--- config.mk ---
export PLATFORM = sky130hd
export DESIGN_NAME = fpt_top
export DESIGN_NICKNAME = d
export VERILOG_FILES = /design/src/rtl/fpt_pkg.sv /design/src/rtl/fpt_pwm.sv /design/src/rtl/fpt_tach.sv /design/src/rtl/fpt_top.sv
export SDC_FILE = /design/constraint.sdc
export NUM_CORES = 1
export LEC_CHECK = 0
export BUFFER_PORTS_ARGS = -buffer_cell sky130_fd_sc_hd__buf_2
export CAP_MARGIN = 20
export CORE_MARGIN = 3
export CORE_UTILIZATION = 55
export CTS_CLUSTER_DIAMETER = 50
export DETAILED_ROUTE_END_ITERATION = 6
export HOLD_SLACK_MARGIN = 0.15
export PLACE_DENSITY = 0.73
export SETUP_SLACK_MARGIN = 0.1
export SYNTH_ARGS = -nofsm -noshare
export SYNTH_HDL_FRONTEND = slang
export SYNTH_SLANG_ARGS = --single-unit
export TNS_END_PERCENT = 10
--- constraint.sdc ---
create_clock -name clk_i -period 7.7 [get_ports clk_i]
set_input_delay 1.155 -clock clk_i [delete_from_list [all_inputs] [get_ports clk_i]]
set_output_delay 1.155 -clock clk_i [all_outputs]
set_load 0.03 [all_outputs]
--- src/rtl/fpt_pkg.sv ---
// fan pwm and tachometer block: shared constants, types and decode helpers
// assumes a single 250 MHz clock and Avalon-MM byte addressing of word registers
package fpt_pkg;

  // register indices; byte address is four times the index
  localparam logic [7:0] FPT_IDX_DRIVE_ONE = 8'h56;
  localparam logic [7:0] FPT_IDX_DRIVE_TWO = 8'h57;
  localparam logic [7:0] FPT_IDX_CONTROL = 8'h58;
  localparam logic [7:0] FPT_IDX_PRELOAD_ONE = 8'h59;
  localparam logic [7:0] FPT_IDX_PRELOAD_TWO = 8'h5A;
  localparam logic [7:0] FPT_IDX_TACH_ONE = 8'h5B;
  localparam logic [7:0] FPT_IDX_TACH_TWO = 8'h5C;
  localparam logic [7:0] FPT_IDX_EVT_STATUS = 8'h5D;
  localparam logic [7:0] FPT_IDX_PME_ENABLE = 8'h5E;
  localparam logic [7:0] FPT_IDX_SMI_ENABLE = 8'h5F;
  localparam int FPT_ADDR_W = 10;

  // reset values
  localparam logic [7:0] FPT_DRIVE_RST = 8'h00;
  localparam logic [7:0] FPT_CONTROL_RST = 8'h50;
  localparam logic [7:0] FPT_PRELOAD_RST = 8'h00;
  localparam logic [3:0] FPT_EVT_RST = 4'h0;

  // tachometer limits
  localparam logic [7:0] FPT_TACH_THRESHOLD = 8'hC0;
  localparam logic [7:0] FPT_TACH_MAX = 8'hFF;

  // control register field positions; the divisor field has one entry per fan
  localparam int FPT_CTL_SRC_LSB = 0;
  localparam int FPT_CTL_MUL_LSB = 2;
  localparam int FPT_CTL_DIV_HI_LSB = 6;
  localparam int FPT_CTL_DIV_LO_LSB = 4;

  // pwm output wave rates: 64 slots per output period, in Hz
  localparam int FPT_SLOTS = 64;
  localparam int FPT_PWM_OUTPUT_WAVE_FAST_LO_HZ = 15625;
  localparam int FPT_PWM_OUTPUT_WAVE_FAST_HI_X2_HZ = 46875;
  localparam int FPT_PWM_OUTPUT_WAVE_SLOW_LO_HZ = 40;
  localparam int FPT_PWM_OUTPUT_WAVE_SLOW_HI_HZ = 60;

  typedef struct packed {
    logic clk_sel;
    logic [5:0] duty_code;
    logic force_high;
  } fpt_drive_t;

  typedef struct packed {
    logic src_slow;
    logic mult;
  } fpt_clk_cfg_t;

  typedef enum logic [1:0] {
    FPT_TACH_IDLE = 2'b00,
    FPT_TACH_COUNT = 2'b01,
    FPT_TACH_HELD = 2'b11
  } fpt_tach_state_t;

  // divisor code 00/01/10/11 -> 1/2/4/8, returned as terminal count of the prescaler
  function automatic logic [2:0] fpt_div_last(input logic [1:0] code);
    case (code)
      2'b00: fpt_div_last = 3'h0;
      2'b01: fpt_div_last = 3'h1;
      2'b10: fpt_div_last = 3'h3;
      default: fpt_div_last = 3'h7;
    endcase
  endfunction

endpackage

--- src/rtl/fpt_pwm.sv ---
// one fan pwm channel: fractional slot timebase and 64-slot duty comparator
// assumes drive and clock config are stable register outputs of the parent
`timescale 1ns/1ps
`default_nettype none
module fpt_pwm #(
  parameter int CLK_HZ = 250_000_000
) (
  input wire logic clk_i,
  input wire logic rst_n_i,
  input wire fpt_pkg::fpt_drive_t drive_i,
  input wire fpt_pkg::fpt_clk_cfg_t cfg_i,
  output logic pwm_o
);
  import fpt_pkg::*;

  logic [31:0] acc;
  logic [31:0] next_acc;
  logic [5:0] slot;
  logic [5:0] next_slot;
  logic next_pwm;
  logic [31:0] rate;

  always_comb
  begin
    // slot rate is 64 times the output frequency, doubled by the multiplier
    case ({cfg_i.src_slow, drive_i.clk_sel})
      2'b00: rate = 32'(FPT_SLOTS * FPT_PWM_OUTPUT_WAVE_FAST_LO_HZ);
      2'b01: rate = 32'(FPT_SLOTS * FPT_PWM_OUTPUT_WAVE_FAST_HI_X2_HZ / 2);
      2'b10: rate = 32'(FPT_SLOTS * FPT_PWM_OUTPUT_WAVE_SLOW_LO_HZ);
      default: rate = 32'(FPT_SLOTS * FPT_PWM_OUTPUT_WAVE_SLOW_HI_HZ);
    endcase
    if (cfg_i.mult)
    begin
      rate = rate << 1;
    end
    next_slot = slot;
    if (acc + rate >= 32'(CLK_HZ))
    begin
      next_acc = acc + rate - 32'(CLK_HZ);
      next_slot = slot + 6'h01;
    end
    else
    begin
      next_acc = acc + rate;
    end
    // duty code zero never beats the slot count; code 63 leaves slot 63 low
    if (drive_i.force_high)
    begin
      next_pwm = 1'b1;
    end
    else
    begin
      next_pwm = (next_slot < drive_i.duty_code);
    end
  end

  always_ff @(posedge clk_i or negedge rst_n_i)
  begin
    if (!rst_n_i)
    begin
      acc <= 32'h0000_0000;
      slot <= 6'h00;
      pwm_o <= 1'b0;
    end
    else
    begin
      acc <= next_acc;
      slot <= next_slot;
      pwm_o <= next_pwm;
    end
  end
endmodule
`default_nettype wire

--- src/rtl/fpt_tach.sv ---
// one tachometer channel: input sync, divided counter, capture and event pulses
// assumes osc_tick_i is a one-cycle pulse at the 32.768 kHz oscillator rate
`timescale 1ns/1ps
`default_nettype none
module fpt_tach (
  input wire logic clk_i,
  input wire logic rst_n_i,
  input wire logic osc_tick_i,
  input wire logic [1:0] div_code_i,
  input wire logic [7:0] preload_i,
  input wire logic preload_wr_i,
  input wire logic tach_i,
  output logic [7:0] captured_o,
  output logic thr_evt_o,
  output logic sat_evt_o
);
  import fpt_pkg::*;

  logic sync_a, sync_b, prev;
  logic [2:0] div_cnt, next_div_cnt;
  logic [7:0] cnt, next_cnt, next_captured;
  logic next_thr, next_sat, rise, tick;
  fpt_tach_state_t state, next_state;

  assign rise = sync_b & ~prev;

  always_comb
  begin
    next_div_cnt = div_cnt;
    tick = 1'b0;
    if (osc_tick_i)
    begin
      if (div_cnt >= fpt_div_last(div_code_i))
      begin
        next_div_cnt = 3'h0;
        tick = 1'b1;
      end
      else
      begin
        next_div_cnt = div_cnt + 3'h1;
      end
    end
    next_cnt = cnt;
    next_captured = captured_o;
    next_state = state;
    next_thr = 1'b0;
    next_sat = 1'b0;
    case (state)
      FPT_TACH_IDLE:
      begin
        if (rise)
        begin
          next_state = FPT_TACH_COUNT;
        end
      end
      FPT_TACH_COUNT:
      begin
        if (rise)
        begin
          next_captured = cnt;
          next_thr = (cnt >= FPT_TACH_THRESHOLD);
        end
        else if (tick && (cnt + 8'h01 == FPT_TACH_MAX || cnt == FPT_TACH_MAX))
        begin
          next_captured = FPT_TACH_MAX;
          next_sat = 1'b1;
          next_state = FPT_TACH_HELD;
        end
        else if (tick)
        begin
          next_cnt = cnt + 8'h01;
        end
      end
      FPT_TACH_HELD:
      begin
        if (rise)
        begin
          next_state = FPT_TACH_COUNT;
        end
      end
      default: next_state = FPT_TACH_IDLE;
    endcase
    if (rise || preload_wr_i || (next_state == FPT_TACH_HELD))
    begin
      next_cnt = preload_i;
    end
    if (preload_wr_i && (state != FPT_TACH_HELD))
    begin
      next_state = FPT_TACH_COUNT;
    end
  end

  always_ff @(posedge clk_i or negedge rst_n_i)
  begin
    if (!rst_n_i)
    begin
      sync_a <= 1'b0;
      sync_b <= 1'b0;
      prev <= 1'b0;
      div_cnt <= 3'h0;
      cnt <= FPT_PRELOAD_RST;
      captured_o <= FPT_PRELOAD_RST;
      thr_evt_o <= 1'b0;
      sat_evt_o <= 1'b0;
      state <= FPT_TACH_IDLE;
    end
    else
    begin
      sync_a <= tach_i;
      sync_b <= sync_a;
      prev <= sync_b;
      div_cnt <= next_div_cnt;
      cnt <= next_cnt;
      captured_o <= next_captured;
      thr_evt_o <= next_thr;
      sat_evt_o <= next_sat;
      state <= next_state;
    end
  end
endmodule
`default_nettype wire

--- src/rtl/fpt_top.sv ---
// fan pwm and tachometer block top: Avalon-MM register slave, oscillator tick, two fan channels
// assumes a 250 MHz clock, asynchronous tach inputs and a single Avalon master
//
// Overview of operation
// duty code in drive bits 6..1 gives a high fraction of code/64.
// duty code zero keeps the fan output low.
// duty code 63 keeps output high for 63 of 64 slots.
// drive bit 0 set forces the fan output high regardless of duty code.
// drive bit 7 with control source and multiplier bits picks output frequency.
// unmultiplied rates are 15.625k/23.438k fast or 40/60 Hz slow.
// multiplier bit 3 or 2 doubles the selected output rate.
// divisor fields bits 7-6 and 5-4 divide the counting clock by 1,2,4,8.
// after reset each divisor selects divide by two.
// tach counter clocks from a divider fed by the 32.768 kHz oscillator.
// counter restarts on tach rising edge, on 0xFF, and on preload write.
// on tach edge counter loads preload then counts divided pulses.
// a tach edge captures the counter into the tach register first.
// captured count of 192 or more raises a power event.
// reaching 0xFF captures 0xFF, raises a second event, holds until next pulse.
// event outputs fire only when their enable bit is set.
// each fan has its own writable preload register.
// drive registers at index 0x56, 0x57; control at index 0x58.
// fan outputs come out of reset driven low.
// divisor codes 00,01,10,11 mean divide by 1,2,4,8.
// tach inputs are synchronised before edge detection, one capture per edge.
//
// Our own choice: the Avalon-MM slave port.
`timescale 1ns/1ps
`default_nettype none
module fpt_top #(
  parameter int CLK_HZ = 250_000_000,
  parameter int OSC_HZ = 32_768
) (
  input wire logic clk_i,
  input wire logic rst_n_i,
  input wire logic [fpt_pkg::FPT_ADDR_W-1:0] avs_address_i,
  input wire logic avs_read_i,
  input wire logic avs_write_i,
  input wire logic [31:0] avs_writedata_i,
  input wire logic [3:0] avs_byteenable_i,
  output logic [31:0] avs_readdata_o,
  output logic avs_waitrequest_o,
  input wire logic tach_one_i,
  input wire logic tach_two_i,
  output logic fan_pwm_out_one_o,
  output logic fan_pwm_out_two_o,
  output logic power_event_signal_o,
  output logic smi_event_o
);
  import fpt_pkg::*;

  // register storage
  fpt_drive_t drive [2];
  fpt_drive_t next_drive [2];
  logic [7:0] control;
  logic [7:0] next_control;
  logic [7:0] preload [2];
  logic [7:0] next_preload [2];
  logic [1:0] preload_wr;
  logic [1:0] next_preload_wr;
  logic [3:0] evt_status;
  logic [3:0] next_evt_status;
  logic [3:0] pme_enable;
  logic [3:0] next_pme_enable;
  logic [3:0] smi_enable;
  logic [3:0] next_smi_enable;

  // bus handshake state
  logic next_waitrequest;
  logic [31:0] next_readdata;
  logic bus_req;
  logic bus_accept;
  logic wr_lane0;
  logic [7:0] wbyte;

  // oscillator tick
  logic [31:0] osc_acc;
  logic [31:0] next_osc_acc;
  logic osc_tick;
  logic next_osc_tick;

  // channel wiring
  logic [1:0] tach_in;
  logic [1:0] pwm_wave;
  logic [7:0] captured [2];
  logic [1:0] thr_evt;
  logic [1:0] sat_evt;
  logic [3:0] evt_set;
  logic next_power_event;
  logic next_smi_event;

  // true when the byte address selects the word at register index idx
  function automatic logic fpt_hit(input logic [FPT_ADDR_W-1:0] addr, input logic [7:0] idx);
    fpt_hit = (addr == {idx, 2'b00});
  endfunction

  assign bus_req = avs_read_i | avs_write_i;
  assign bus_accept = bus_req & ~avs_waitrequest_o;
  assign wr_lane0 = avs_write_i & bus_accept & avs_byteenable_i[0];
  assign wbyte = avs_writedata_i[7:0];
  assign tach_in = {tach_two_i, tach_one_i};
  assign evt_set = {sat_evt, thr_evt};

  // waitrequest drops for exactly one cycle after a request is seen
  always_comb
  begin
    next_waitrequest = 1'b1;
    if (bus_req && avs_waitrequest_o)
    begin
      next_waitrequest = 1'b0;
    end
  end

  // read data is prepared while waitrequest is high, so it stands at the accepting edge
  always_comb
  begin
    next_readdata = 32'h0000_0000;
    if (avs_read_i && avs_waitrequest_o)
    begin
      if (fpt_hit(avs_address_i, FPT_IDX_DRIVE_ONE))
      begin
        next_readdata[7:0] = drive[0];
      end
      else if (fpt_hit(avs_address_i, FPT_IDX_DRIVE_TWO))
      begin
        next_readdata[7:0] = drive[1];
      end
      else if (fpt_hit(avs_address_i, FPT_IDX_CONTROL))
      begin
        next_readdata[7:0] = control;
      end
      else if (fpt_hit(avs_address_i, FPT_IDX_PRELOAD_ONE))
      begin
        next_readdata[7:0] = preload[0];
      end
      else if (fpt_hit(avs_address_i, FPT_IDX_PRELOAD_TWO))
      begin
        next_readdata[7:0] = preload[1];
      end
      else if (fpt_hit(avs_address_i, FPT_IDX_TACH_ONE))
      begin
        next_readdata[7:0] = captured[0];
      end
      else if (fpt_hit(avs_address_i, FPT_IDX_TACH_TWO))
      begin
        next_readdata[7:0] = captured[1];
      end
      else if (fpt_hit(avs_address_i, FPT_IDX_EVT_STATUS))
      begin
        next_readdata[3:0] = evt_status;
      end
      else if (fpt_hit(avs_address_i, FPT_IDX_PME_ENABLE))
      begin
        next_readdata[3:0] = pme_enable;
      end
      else if (fpt_hit(avs_address_i, FPT_IDX_SMI_ENABLE))
      begin
        next_readdata[3:0] = smi_enable;
      end
      else
      begin
        next_readdata = 32'h0000_0000;
      end
    end
  end

  always_ff @(posedge clk_i or negedge rst_n_i)
  begin
    if (!rst_n_i)
    begin
      avs_waitrequest_o <= 1'b1;
      avs_readdata_o <= 32'h0000_0000;
    end
    else
    begin
      avs_waitrequest_o <= next_waitrequest;
      avs_readdata_o <= next_readdata;
    end
  end

  // writable registers; only byte lane 0 carries data, unmapped writes are dropped
  always_comb
  begin
    next_drive[0] = drive[0];
    next_drive[1] = drive[1];
    next_control = control;
    next_preload[0] = preload[0];
    next_preload[1] = preload[1];
    next_preload_wr = 2'b00;
    next_pme_enable = pme_enable;
    next_smi_enable = smi_enable;
    if (wr_lane0)
    begin
      if (fpt_hit(avs_address_i, FPT_IDX_DRIVE_ONE))
      begin
        next_drive[0] = wbyte;
      end
      if (fpt_hit(avs_address_i, FPT_IDX_DRIVE_TWO))
      begin
        next_drive[1] = wbyte;
      end
      if (fpt_hit(avs_address_i, FPT_IDX_CONTROL))
      begin
        next_control = wbyte;
      end
      if (fpt_hit(avs_address_i, FPT_IDX_PRELOAD_ONE))
      begin
        next_preload[0] = wbyte;
        next_preload_wr[0] = 1'b1;
      end
      if (fpt_hit(avs_address_i, FPT_IDX_PRELOAD_TWO))
      begin
        next_preload[1] = wbyte;
        next_preload_wr[1] = 1'b1;
      end
      if (fpt_hit(avs_address_i, FPT_IDX_PME_ENABLE))
      begin
        next_pme_enable = wbyte[3:0];
      end
      if (fpt_hit(avs_address_i, FPT_IDX_SMI_ENABLE))
      begin
        next_smi_enable = wbyte[3:0];
      end
    end
  end

  always_ff @(posedge clk_i or negedge rst_n_i)
  begin
    if (!rst_n_i)
    begin
      drive[0] <= FPT_DRIVE_RST;
      drive[1] <= FPT_DRIVE_RST;
      control <= FPT_CONTROL_RST;
      preload[0] <= FPT_PRELOAD_RST;
      preload[1] <= FPT_PRELOAD_RST;
      preload_wr <= 2'b00;
      pme_enable <= FPT_EVT_RST;
      smi_enable <= FPT_EVT_RST;
    end
    else
    begin
      drive[0] <= next_drive[0];
      drive[1] <= next_drive[1];
      control <= next_control;
      preload[0] <= next_preload[0];
      preload[1] <= next_preload[1];
      preload_wr <= next_preload_wr;
      pme_enable <= next_pme_enable;
      smi_enable <= next_smi_enable;
    end
  end

  // sticky event flags, write one to clear; a new event in the clearing cycle survives
  always_comb
  begin
    next_evt_status = evt_status;
    if (wr_lane0 && fpt_hit(avs_address_i, FPT_IDX_EVT_STATUS))
    begin
      next_evt_status = evt_status & ~wbyte[3:0];
    end
    next_evt_status = next_evt_status | evt_set;
    next_power_event = |(evt_status & pme_enable);
    next_smi_event = |(evt_status & smi_enable);
  end

  always_ff @(posedge clk_i or negedge rst_n_i)
  begin
    if (!rst_n_i)
    begin
      evt_status <= FPT_EVT_RST;
      power_event_signal_o <= 1'b0;
      smi_event_o <= 1'b0;
    end
    else
    begin
      evt_status <= next_evt_status;
      power_event_signal_o <= next_power_event;
      smi_event_o <= next_smi_event;
    end
  end

  // fractional accumulator: the 32.768 kHz rate does not divide 250 MHz evenly,
  // so ticks jitter by one clock but average exactly to the oscillator rate
  always_comb
  begin
    next_osc_tick = 1'b0;
    if (osc_acc + 32'(OSC_HZ) >= 32'(CLK_HZ))
    begin
      next_osc_acc = osc_acc + 32'(OSC_HZ) - 32'(CLK_HZ);
      next_osc_tick = 1'b1;
    end
    else
    begin
      next_osc_acc = osc_acc + 32'(OSC_HZ);
    end
  end

  always_ff @(posedge clk_i or negedge rst_n_i)
  begin
    if (!rst_n_i)
    begin
      osc_acc <= 32'h0000_0000;
      osc_tick <= 1'b0;
    end
    else
    begin
      osc_acc <= next_osc_acc;
      osc_tick <= next_osc_tick;
    end
  end

  // two identical fan channels
  for (genvar g = 0; g < 2; g++)
  begin : gen_fan
    fpt_clk_cfg_t clk_cfg;
    logic [1:0] div_code;

    assign clk_cfg.src_slow = control[FPT_CTL_SRC_LSB + g];
    assign clk_cfg.mult = control[FPT_CTL_MUL_LSB + 1 - g];
    assign div_code = (g == 0) ? control[FPT_CTL_DIV_HI_LSB +: 2] : control[FPT_CTL_DIV_LO_LSB +: 2];

    fpt_pwm #(
      .CLK_HZ(CLK_HZ)
    ) u_pwm (
      .clk_i(clk_i),
      .rst_n_i(rst_n_i),
      .drive_i(drive[g]),
      .cfg_i(clk_cfg),
      .pwm_o(pwm_wave[g])
    );

    fpt_tach u_tach (
      .clk_i(clk_i),
      .rst_n_i(rst_n_i),
      .osc_tick_i(osc_tick),
      .div_code_i(div_code),
      .preload_i(preload[g]),
      .preload_wr_i(preload_wr[g]),
      .tach_i(tach_in[g]),
      .captured_o(captured[g]),
      .thr_evt_o(thr_evt[g]),
      .sat_evt_o(sat_evt[g])
    );
  end

  // pwm waves come straight from the channel flip-flops
  assign fan_pwm_out_one_o = pwm_wave[0];
  assign fan_pwm_out_two_o = pwm_wave[1];

endmodule
`default_nettype wire
==> After elaboration in Yosys (flattened, before gate mapping) <==
Index checks and enable logic that the tools add are counted.
{ "classes": {"addsub": 12, "magnitude_cmp": 9, "n_eq_ne": 34, "muxes": 72, "bitwise": 14, "n_reduce_logical": 40} }
{ "op_table": {"columns": ["op", "count"], "rows": [
  ["two-way mux 8 bit", 22],
  ["one-hot mux 21 bit (3 select lines)", 2],
  ["== test 10 x 9 -> 1 bit (second input constant)", 10],
  ["greater-or-equal comparator 32 x 28 -> 1 bit (second input constant)", 3],
  ["two-way mux 32 bit", 3],
  ["subtractor 32 x 28 -> 32 bit (second input constant)", 3],
  ["adder 32 x 22 -> 32 bit", 2],
  ["two-way mux 22 bit", 2],
  ["adder 32 x 16 -> 32 bit (second input constant)", 1],
  ["== test 8 bit (second input constant)", 4],
  ["two-way mux 1 bit", 20],
  ["two-way mux 2 bit", 9],
  ["one-hot mux 3 bit (3 select lines)", 2],
  ["AND reduction 2 bit", 9],
  ["adder 8 x 1 -> 8 bit (second input constant)", 2],
  ["== test 2 bit (second input constant)", 8],
  ["greater-or-equal comparator 8 bit (second input constant)", 2],
  ["two-way mux 4 bit", 4],
  ["adder 6 x 1 -> 6 bit (second input constant)", 2],
  ["AND 4 bit", 3],
  ["== test 2 x 1 -> 1 bit (second input constant)", 6],
  ["logical NOT 2 bit", 6],
  ["less-than comparator 6 bit", 2],
  ["two-way mux 3 bit", 4],
  ["16 further kinds", 50]
]} }
{ "word_totals": {"ff_bits": 252, "input_bits": 52} }

==> Longest topological paths before layout <==
Gate-level depths: netlist of the first run.
{ "depth": {"depth_word": 14, "ltp_mapped": 25, "ltp_nobuf": 22} }

==> By module <==
A second synthesis of the first run with hierarchy kept.
{ "unflattened": {"hier_cells": 1539, "area_unflattened_um2": 14645.3} }
{ "by_module_without_submodules": {"columns": ["module", "n_inst", "cells_each", "area_each_um2", "seq_area_each_um2"], "rows": [
  ["fpt_top", 1, 493, 5016.1, 2280.9],
  ["fpt_pwm (gen_fan[0].u_pwm)", 1, 399, 3427.0, 850.8],
  ["fpt_pwm (gen_fan[1].u_pwm)", 1, 393, 3364.5, 850.8],
  ["fpt_tach", 2, 127, 1418.9, 650.6]
]} }

==> Worst setup path before layout of the first run <==
Ideal clock, no wire load.
{ "synth_path": {"kind": "register to register", "startpoint": "reg control[3]", "endpoint": "reg gen_fan[0].u_pwm.pwm_o", "setup_time_ps": 128, "arrival_time_ps": 4933, "required_ps": 7572, "setup_slack_ps": 2639, "path_stages_with_launch": 24, "path_buffers": 2, "synth_period_minus_slack_ps": 5061, "cell_sequence": "dfrtp_1 -> clkbuf_1 -> nor2b_1 -> nor2_1 -> fa_1 -> a21o_1 -> and3_2 -> or3_4 -> a221o_1 -> a31oi_1 -> o21bai_1 -> a2111oi_4 -> o31ai_4 -> buf_6 -> nand2_1 -> xnor2_1 -> ha_1 -> a21o_1 -> a21o_1 -> a21oi_1 -> or2_2 -> and4b_1 -> mux2i_1 -> nand3_1"} }
{ "synth_via": {"elab_chain_cells": 6} }
{ "synth_rtl": {"columns": ["element", "line", "text"], "rows": [
  ["from (decl)", "fpt_top.sv:55", "logic [7:0] control;"],
  ["from (signal assigned)", "fpt_top.sv:244", "control <= next_control;"],
  ["two-way mux 22 bit", "fpt_pwm.sv:32", "if (cfg_i.mult)"],
  ["adder 32 x 22 -> 32 bit", "fpt_pwm.sv:37", "if (acc + rate >= 32'(CLK_HZ))"],
  ["greater-or-equal comparator 32 x 28 -> 1 bit", "fpt_pwm.sv:37", null],
  ["two-way mux 6 bit", "fpt_pwm.sv:37", null],
  ["via gen_fan[0].u_pwm.next_slot[3]", "fpt_pwm.sv:19", "logic [5:0] next_slot;"],
  ["less-than comparator 6 bit", "fpt_pwm.sv:53", "next_pwm = (next_slot < drive_i.duty_code);"],
  ["two-way mux 1 bit", "fpt_pwm.sv:47", "if (drive_i.force_high)"],
  ["via gen_fan[0].u_pwm.next_pwm", "fpt_pwm.sv:20", "logic next_pwm;"],
  ["to (signal assigned)", "fpt_pwm.sv:69", "pwm_o <= next_pwm;"],
  ["to (decl)", "fpt_pwm.sv:12", "output logic pwm_o"]
]} }
The timed path passes the listed nets, and every way through them passes these cells.
A chain may end at the register's enable or synchronous reset.

==> Worst setup path after layout of the first run <==
Same ends and word-level chain as after synthesis.

==> results of run 1 <==
where the power goes:
group          internal [mW]  leakage, nW  switching [mW]
sequential              1.32         2.68           0.121
clock                  0.746        0.445           0.497
combinational          0.975         3.44            1.42
total                   3.05         6.57            2.03
kinds of logic after synthesis:
group                      share of synthesized area
buffers and inverters                         0.0451
other                                       0.000280
DFF                                            0.394
muxes                                         0.0514
AOI/OAI and AO/OA                              0.172
xor gates and xnor gates                      0.0882
adders and majority gates                     0.0683
and+or+nand+nor                                0.181
sequential cells by signal (all words and copies together) (netlist names), 4 cells and up:
register	count
preload	16
evt_status	4
pme_enable	4
gen_fan.u_tach.div_cnt	6
smi_enable	4
gen_fan.u_tach.cnt	16
gen_fan.u_pwm.acc	54
control	8
gen_fan.u_tach.captured_o	16
drive	16
avs_readdata_o	8
gen_fan.u_pwm.slot	12
osc_acc	25
gen_fan.u_tach.state	4
path summary, 6_finish.rpt:
path                                            end  slack, ns  cells past startpoint
max in group asynchronous               osc_acc[13]       5.69                      2
max reg2reg                  gen_fan[0].u_pwm.pwm_o       2.01                     22
min reg2reg                gen_fan[1].u_tach.sync_b       0.35                      0
max                          gen_fan[0].u_pwm.pwm_o       2.01                     22
min in group asynchronous  gen_fan[0].u_pwm.acc[30]       0.60                      1
min                        gen_fan[1].u_tach.sync_b       0.35                      0
critical path, stage by stage (launching register included):
cell      delay, ns
dfrtp_1        0.54
nor2b_1        0.34
inv_1          0.09
ha_1           0.35
and2_4         0.20
a221oi_1       0.34
a21oi_1        0.21
o31ai_1        0.50
a21boi_0       0.21
xor2_1         0.35
a31oi_1        0.29
o31ai_4        0.23
buf_4          0.32
nand2_1        0.11
xnor2_1        0.16
ha_1           0.30
a21o_1         0.12
a21o_1         0.11
a21oi_1        0.05
or2_2          0.29
and4b_1        0.22
mux2i_1        0.12
nand3_1        0.08
through the flow:
stage / util / area, um^2 / hold slack (ns) / cells
global placement: 0.580 / 13700 / 0.343 / 1741
floorplan: - / 13500 / 0.331 / 1453
CTS: 0.618 / 14600 / 0.354 / 1789
finish: 0.618 / 14600 / 0.348 / 1790
detailed placement: 0.580 / 13700 / 0.336 / 1741
global route: 0.618 / 14600 / 0.365 / 1790
cells in the mapped netlist, drive strengths merged (6+ instances only):
library cell and n:
dfrtp 208, nand2 140, a21o 33, o21a 13
nor3b 12, a221oi 7, o31ai 7, xor2 49
ha 70, o211ai 9, a221o 6, a21oi 65
a21boi 8, a31oi 23, a22oi 21, nand4 25
a222oi 7, and3 19, or3 8, nor2b 21
o21ai 78, nand3 47, inv 50, nor4 8
a211oi 15, nand2b 13, or2 12, nor2 114
clkbuf 34, nor3 33, mux2i 16, xnor2 86
mux2 47, buf 39, and2 14
cell type report:
class / instances / area share
repair buffers: 43 / 0.0164
flip-flops and latches: 211 / 0.361
clock buffers: 32 / 0.0494
multi-input cells: 1119 / 0.521
well taps: 319 / 0.0273
clock inverters: 16 / 0.0121
inverters: 50 / 0.0128
per-layer routing:
layer | track usage | wire, um
met1 | 0.319 | 13600
met2 | 0.367 | 13700
met3 | 0.0265 | 1400
met4 | 0.0624 | 633
met5 | 0 | 0
==> run summary, run 1 <==
TritonCTS buffer count = 26
Area of the multi-input gates = 0.00762 mm^2
CTS Root Cell = clkbuf_16
# resized after CTS = 0
P_leak = 6.57 nW
Initial Util = 0.566
EDFF count, synth = 0
Endpoint class of the critical path = flip-flop
Worst Hold Class = flip-flop to flip-flop
Synth-to-Final Area Change = 9.11%
Detailed-placement wirelength estimate = 21.3 mm
Port-buffer cells = 37
Hold path start = gen_fan[1].u_tach.sync_a
Sequential area share after synthesis = 0.394
Sum Neg Setup Slack = 0 ns
Chip Width = 162 um
Via/cell ratio = 5.86
Maxcap violations = 0
Slew margin rel. = 0.358
Final WL = 29.4 mm
Total Power = 5.08 mW
Worst-margin pin slew = 0.956 ns
RSZ-0062 raised after global routing = no
Largest cells by area after synthesis = dfrtp_1 (39%), ha_1 (6.5%), xnor2_1 (5.6%), mux2_2 (3.9%), nand2_1 (3.9%)
Largest net degree at the start of global routing = 87
Std-Cell Rows = 56
Share of Yosys cell area claimed by the top area cell type = 0.388
Post-place setup slack = 2.09 ns
Critical path origin = control[3]
Core area = 0.0237 mm^2
Wire per inst = 16.4 um
Starting DRT DRC Count = 747
Crit Path Class = flip-flop to flip-flop
Required time of the critical path = 8.11 ns
Share of cells above drive strength 1 = 0.118
Die Footprint = 0.0263 mm^2
Boundary Pins = 89
Hold Buf Count CTS = 0
Worst vdd ir = 173 uV
Final Cycle Share = 0.738
ANT cells = 0
Asr flop ratio synth = 1.00
Grt ovf = 0
Most frequent cells in the layout = dfrtp_1 (208), nand2_1 (140), nor2_1 (114)
Vias = 10.5k
Syn Std Cell Area = 0.0134 mm^2
First-pass GRT wire length = 49.5 mm
Mapped Cells = 1430
Max FO, Critical Path = 26
Clock Pin Slew Worst Setup and Hold Paths = 0.06 ns
Critical Path Source Type = flip-flop
PD cells = 347 mW/mm^2
Clock buffer depth = 3
Setup Buffers After CTS = 0
Fin crit period = 5.69 ns
Yosys top cell by area = dfrtp_1
Yosys cell types = 85
Fmax = 176 MHz
Number of fill cells = 1997
Gpl congestion = 0.907
Worst skew pair latency = 0.54 ns
H-tree Lvls = 1
Ys flop type = dfrtp_1
Synth warnings = 0
Post-Syn Area per Cell = 9.38 um^2
# setup viols final = 0
Register area = 0.00528 mm^2
Fin nets = 1575
Tot GR Track Use = 0.225
Die Y = 162 um
#FFs+latches synth = 211
Most common cell after layout, fill and taps aside = dfrtp_1
First-pass detailed-route iteration total = 6
Setup ws final = 2.01 ns
Final Hold Viols = 0
Final Skew = 0.0234 ns
Critical Path AT = 6.10 ns
DRC viols = 0
CTS tree = yes
Outcome = complete, no violations
Final Max Tran Viols = 0
FF-to-FF Start = control[3]
Initial antenna violation count = 0
Clock sinks = 211
Antenna viol nets, final = 0
Vias in the first global route = 10.1k
Note: power is estimated with default switching activity, not from simulation.
==> run 2: changes to the inputs <==
==> constraint.sdc (replaced) <==
create_clock -name clk_i -period 5.4 [get_ports clk_i]
set_input_delay 0.81 -clock clk_i [delete_from_list [all_inputs] [get_ports clk_i]]
set_output_delay 0.81 -clock clk_i [all_outputs]
set_load 0.03 [all_outputs]
==> run 2 against run 1 <==
The run now ends with design-rule violations left. Count of clock-buffer cells in the layout up 2. Critical endpoint unchanged. Critical path depth unchanged. Largest cell class unchanged. Global-route usage up 0.27 points. Sequential share of layout area down 0.92 points. Fmax up 12%. Critical path type unchanged. Final cell count up 2.0%.
==> run summary, run 2 (same netlist as run 1, synthesis figures left out) <==
# setup viols final = 0 (unchanged)
Register area = 0.00529 mm^2 (about the same)
Detailed-placement wirelength estimate = 21.7 mm (+1.9%)
Post-place setup slack = 0.147 ns (-1.94 ns)
Largest registers = gen_fan.u_pwm.acc: 54 flops, osc_acc: 25 flops
Largest register FFs = 54 (unchanged)
Crit Path Class = flip-flop to flip-flop
Tot GR Track Use = 0.227 (+0.00271)
Antenna viol nets, final = 0 (unchanged)
Gpl congestion = 0.889 (-2.0%)
Starting DRT DRC Count = 773 (+3.5%)
Chip Width = 162 um (unchanged)
Critical Path Source Type = flip-flop
Failing checks = design-rule violations
First-pass GRT wire length = 50.0 mm (+1.2%)
Boundary Pins = 89 (unchanged)
Worst vdd ir = 312 uV (+81%)
Final design utilization = 0.634 (+0.0165)
Biggest register = gen_fan.u_pwm.acc
Grt ovf = 0 (unchanged)
Clock Pin Slew Worst Setup and Hold Paths = 0.06 ns (about the same)
DRC viols = 4 (+4)
Final Skew = 0.0182 ns (-0.00520 ns)
Wire per inst = 16.6 um (+1.4%)
Final Hold Viols = 0 (unchanged)
Initial Util = 0.566 (unchanged)
Clock buffer depth = 3 (unchanged)
Final Max Tran Viols = 0 (unchanged)
Final Cycle Share = 0.938 (+0.200)
Synth-to-Final Area Change = 12.0%
Worst-margin pin slew = 0.951 ns (-0.00508 ns)
CTS tree = yes
Fin crit period = 5.06 ns (-0.620 ns)
Total Power = 7.58 mW (+49%)
Maxcap violations = 0 (unchanged)
Endpoint class of the critical path = flip-flop
Share of cells above drive strength 1 = 0.155 (+0.0370)
Largest net degree at the start of global routing = 113 (+30%)
Final WL = 30.4 mm (+3.4%)
CTS Root Cell = clkbuf_16
Via/cell ratio = 5.82 (-0.68%)
Slew margin rel. = 0.361 (+0.00341)
Final non-filler cell total = 1826 (+2.0%)
First-pass detailed-route iteration total = 7 (+1)
Worst skew pair latency = 0.53 ns (about the same)
Number of fill cells = 1978 (-0.95%)
TritonCTS buffer count = 27 (+3.8%)
Critical Path AT = 5.46 ns (-0.64 ns)
Std-Cell Rows = 56 (unchanged)
Vias = 10.6k (+1.3%)
Most common cell after layout, fill and taps aside = dfrtp_1
Most frequent cells in the layout = dfrtp_1 (206), nand2_1 (140), nor2_1 (111)
Sum Neg Setup Slack = 0 ns (unchanged)
Initial antenna violation count = 0 (unchanged)
Die Footprint = 0.0263 mm^2 (unchanged)
Worst Hold Class = primary input to async pin
Setup ws final = 0.335 ns (-1.68 ns)
Port-buffer cells = 37 (unchanged)
PD cells = 505 mW/mm^2 (+45%)
ANT cells = 0 (unchanged)
Required time of the critical path = 5.80 ns (-2.31 ns)
P_leak = 6.75 nW (+2.7%)
Vias in the first global route = 10.3k (+1.3%)
Fin nets = 1610 (+2.2%)
Max FO, Critical Path = 5 (-81%)
Placed Instances = 1765 (+1.4%)
Fmax = 197 MHz (+12%)
Area of the multi-input gates = 0.00777 mm^2 (+1.9%)
Outcome = finished with violations
Core area = 0.0237 mm^2 (unchanged)
RSZ-0062 raised after global routing = yes
Clock sinks = 211 (unchanged)
H-tree Lvls = 1 (unchanged)
Die Y = 162 um (unchanged)
[run 2: cell type report]
type	count	share of cell area
Timing Repair Buffer	77	0.0330
Multi-Input combinational cell	1119	0.517
Clock inverter	16	0.0112
Inverter	50	0.0125
Sequential cell	211	0.352
Tap cell	319	0.0266
Clock buffer	34	0.0481
[run 2: power breakdown]
part           switching [mW]  total [mW]  internal, mW
combinational            2.13        3.76          1.63
clock                   0.704        1.76          1.06
sequential              0.175        2.06          1.89
[run 2: repair_timing]
action / CTS / global route
hold buffers: 0 / 0
setup buffers: 0 / 10
endpoints found under the setup margin: 0 / 2
gates resized for setup: 0 / 35
[run 2: critical path: stages (launching register included)]
cell       delay [ns]
dfrtp_2          0.45
nor3b_1          0.16
buf_4            0.15
ha_1             0.22
fa_2             0.40
a21o_1           0.20
and3_2           0.23
or3_4            0.34
a221o_1          0.40
a31oi_2          0.20
o21bai_2         0.13
a2111oi_4        0.45
o31ai_4          0.14
nand2_1          0.09
xnor2_1          0.08
ha_1             0.30
a21o_1           0.11
a21o_1           0.10
a21oi_1          0.05
or2_2            0.29
and4b_1          0.22
mux2i_1          0.12
nand3_1          0.08
[run 2: metal layers]
metal	global-route usage	vias up	wire length, um
met2	0.374	266	14700
met1	0.321	5125	13700
met3	0.0291	46	1380
li1	-	5197	-
met5	0	-	0
met4	0.0589	0	618
[run 2: worst paths after layout]
check                                               from                        to  slack, ns  depth (start not counted)
worst min-delay path                             rst_n_i    gen_fan[0].u_pwm.pwm_o       0.35                          1
worst max-delay path                           drive[15]    gen_fan[0].u_pwm.pwm_o       0.34                         22
worst max register to register                 drive[15]    gen_fan[0].u_pwm.pwm_o       0.34                         22
max in group asynchronous                        rst_n_i         avs_readdata_o[5]       3.81                          2
min in group clk_i              gen_fan[1].u_tach.sync_a  gen_fan[1].u_tach.sync_b       0.36                          0
worst min register to register  gen_fan[1].u_tach.sync_a  gen_fan[1].u_tach.sync_b       0.36                          0
[run 2: through the flow]
stage	hold WS, ns	cell area (um^2)
final	0.348	15000
after global routing	0.358	15000
after CTS	0.358	14800
after detailed placement	0.336	13900
after global placement	0.335	13900
after floorplan	0.331	13500
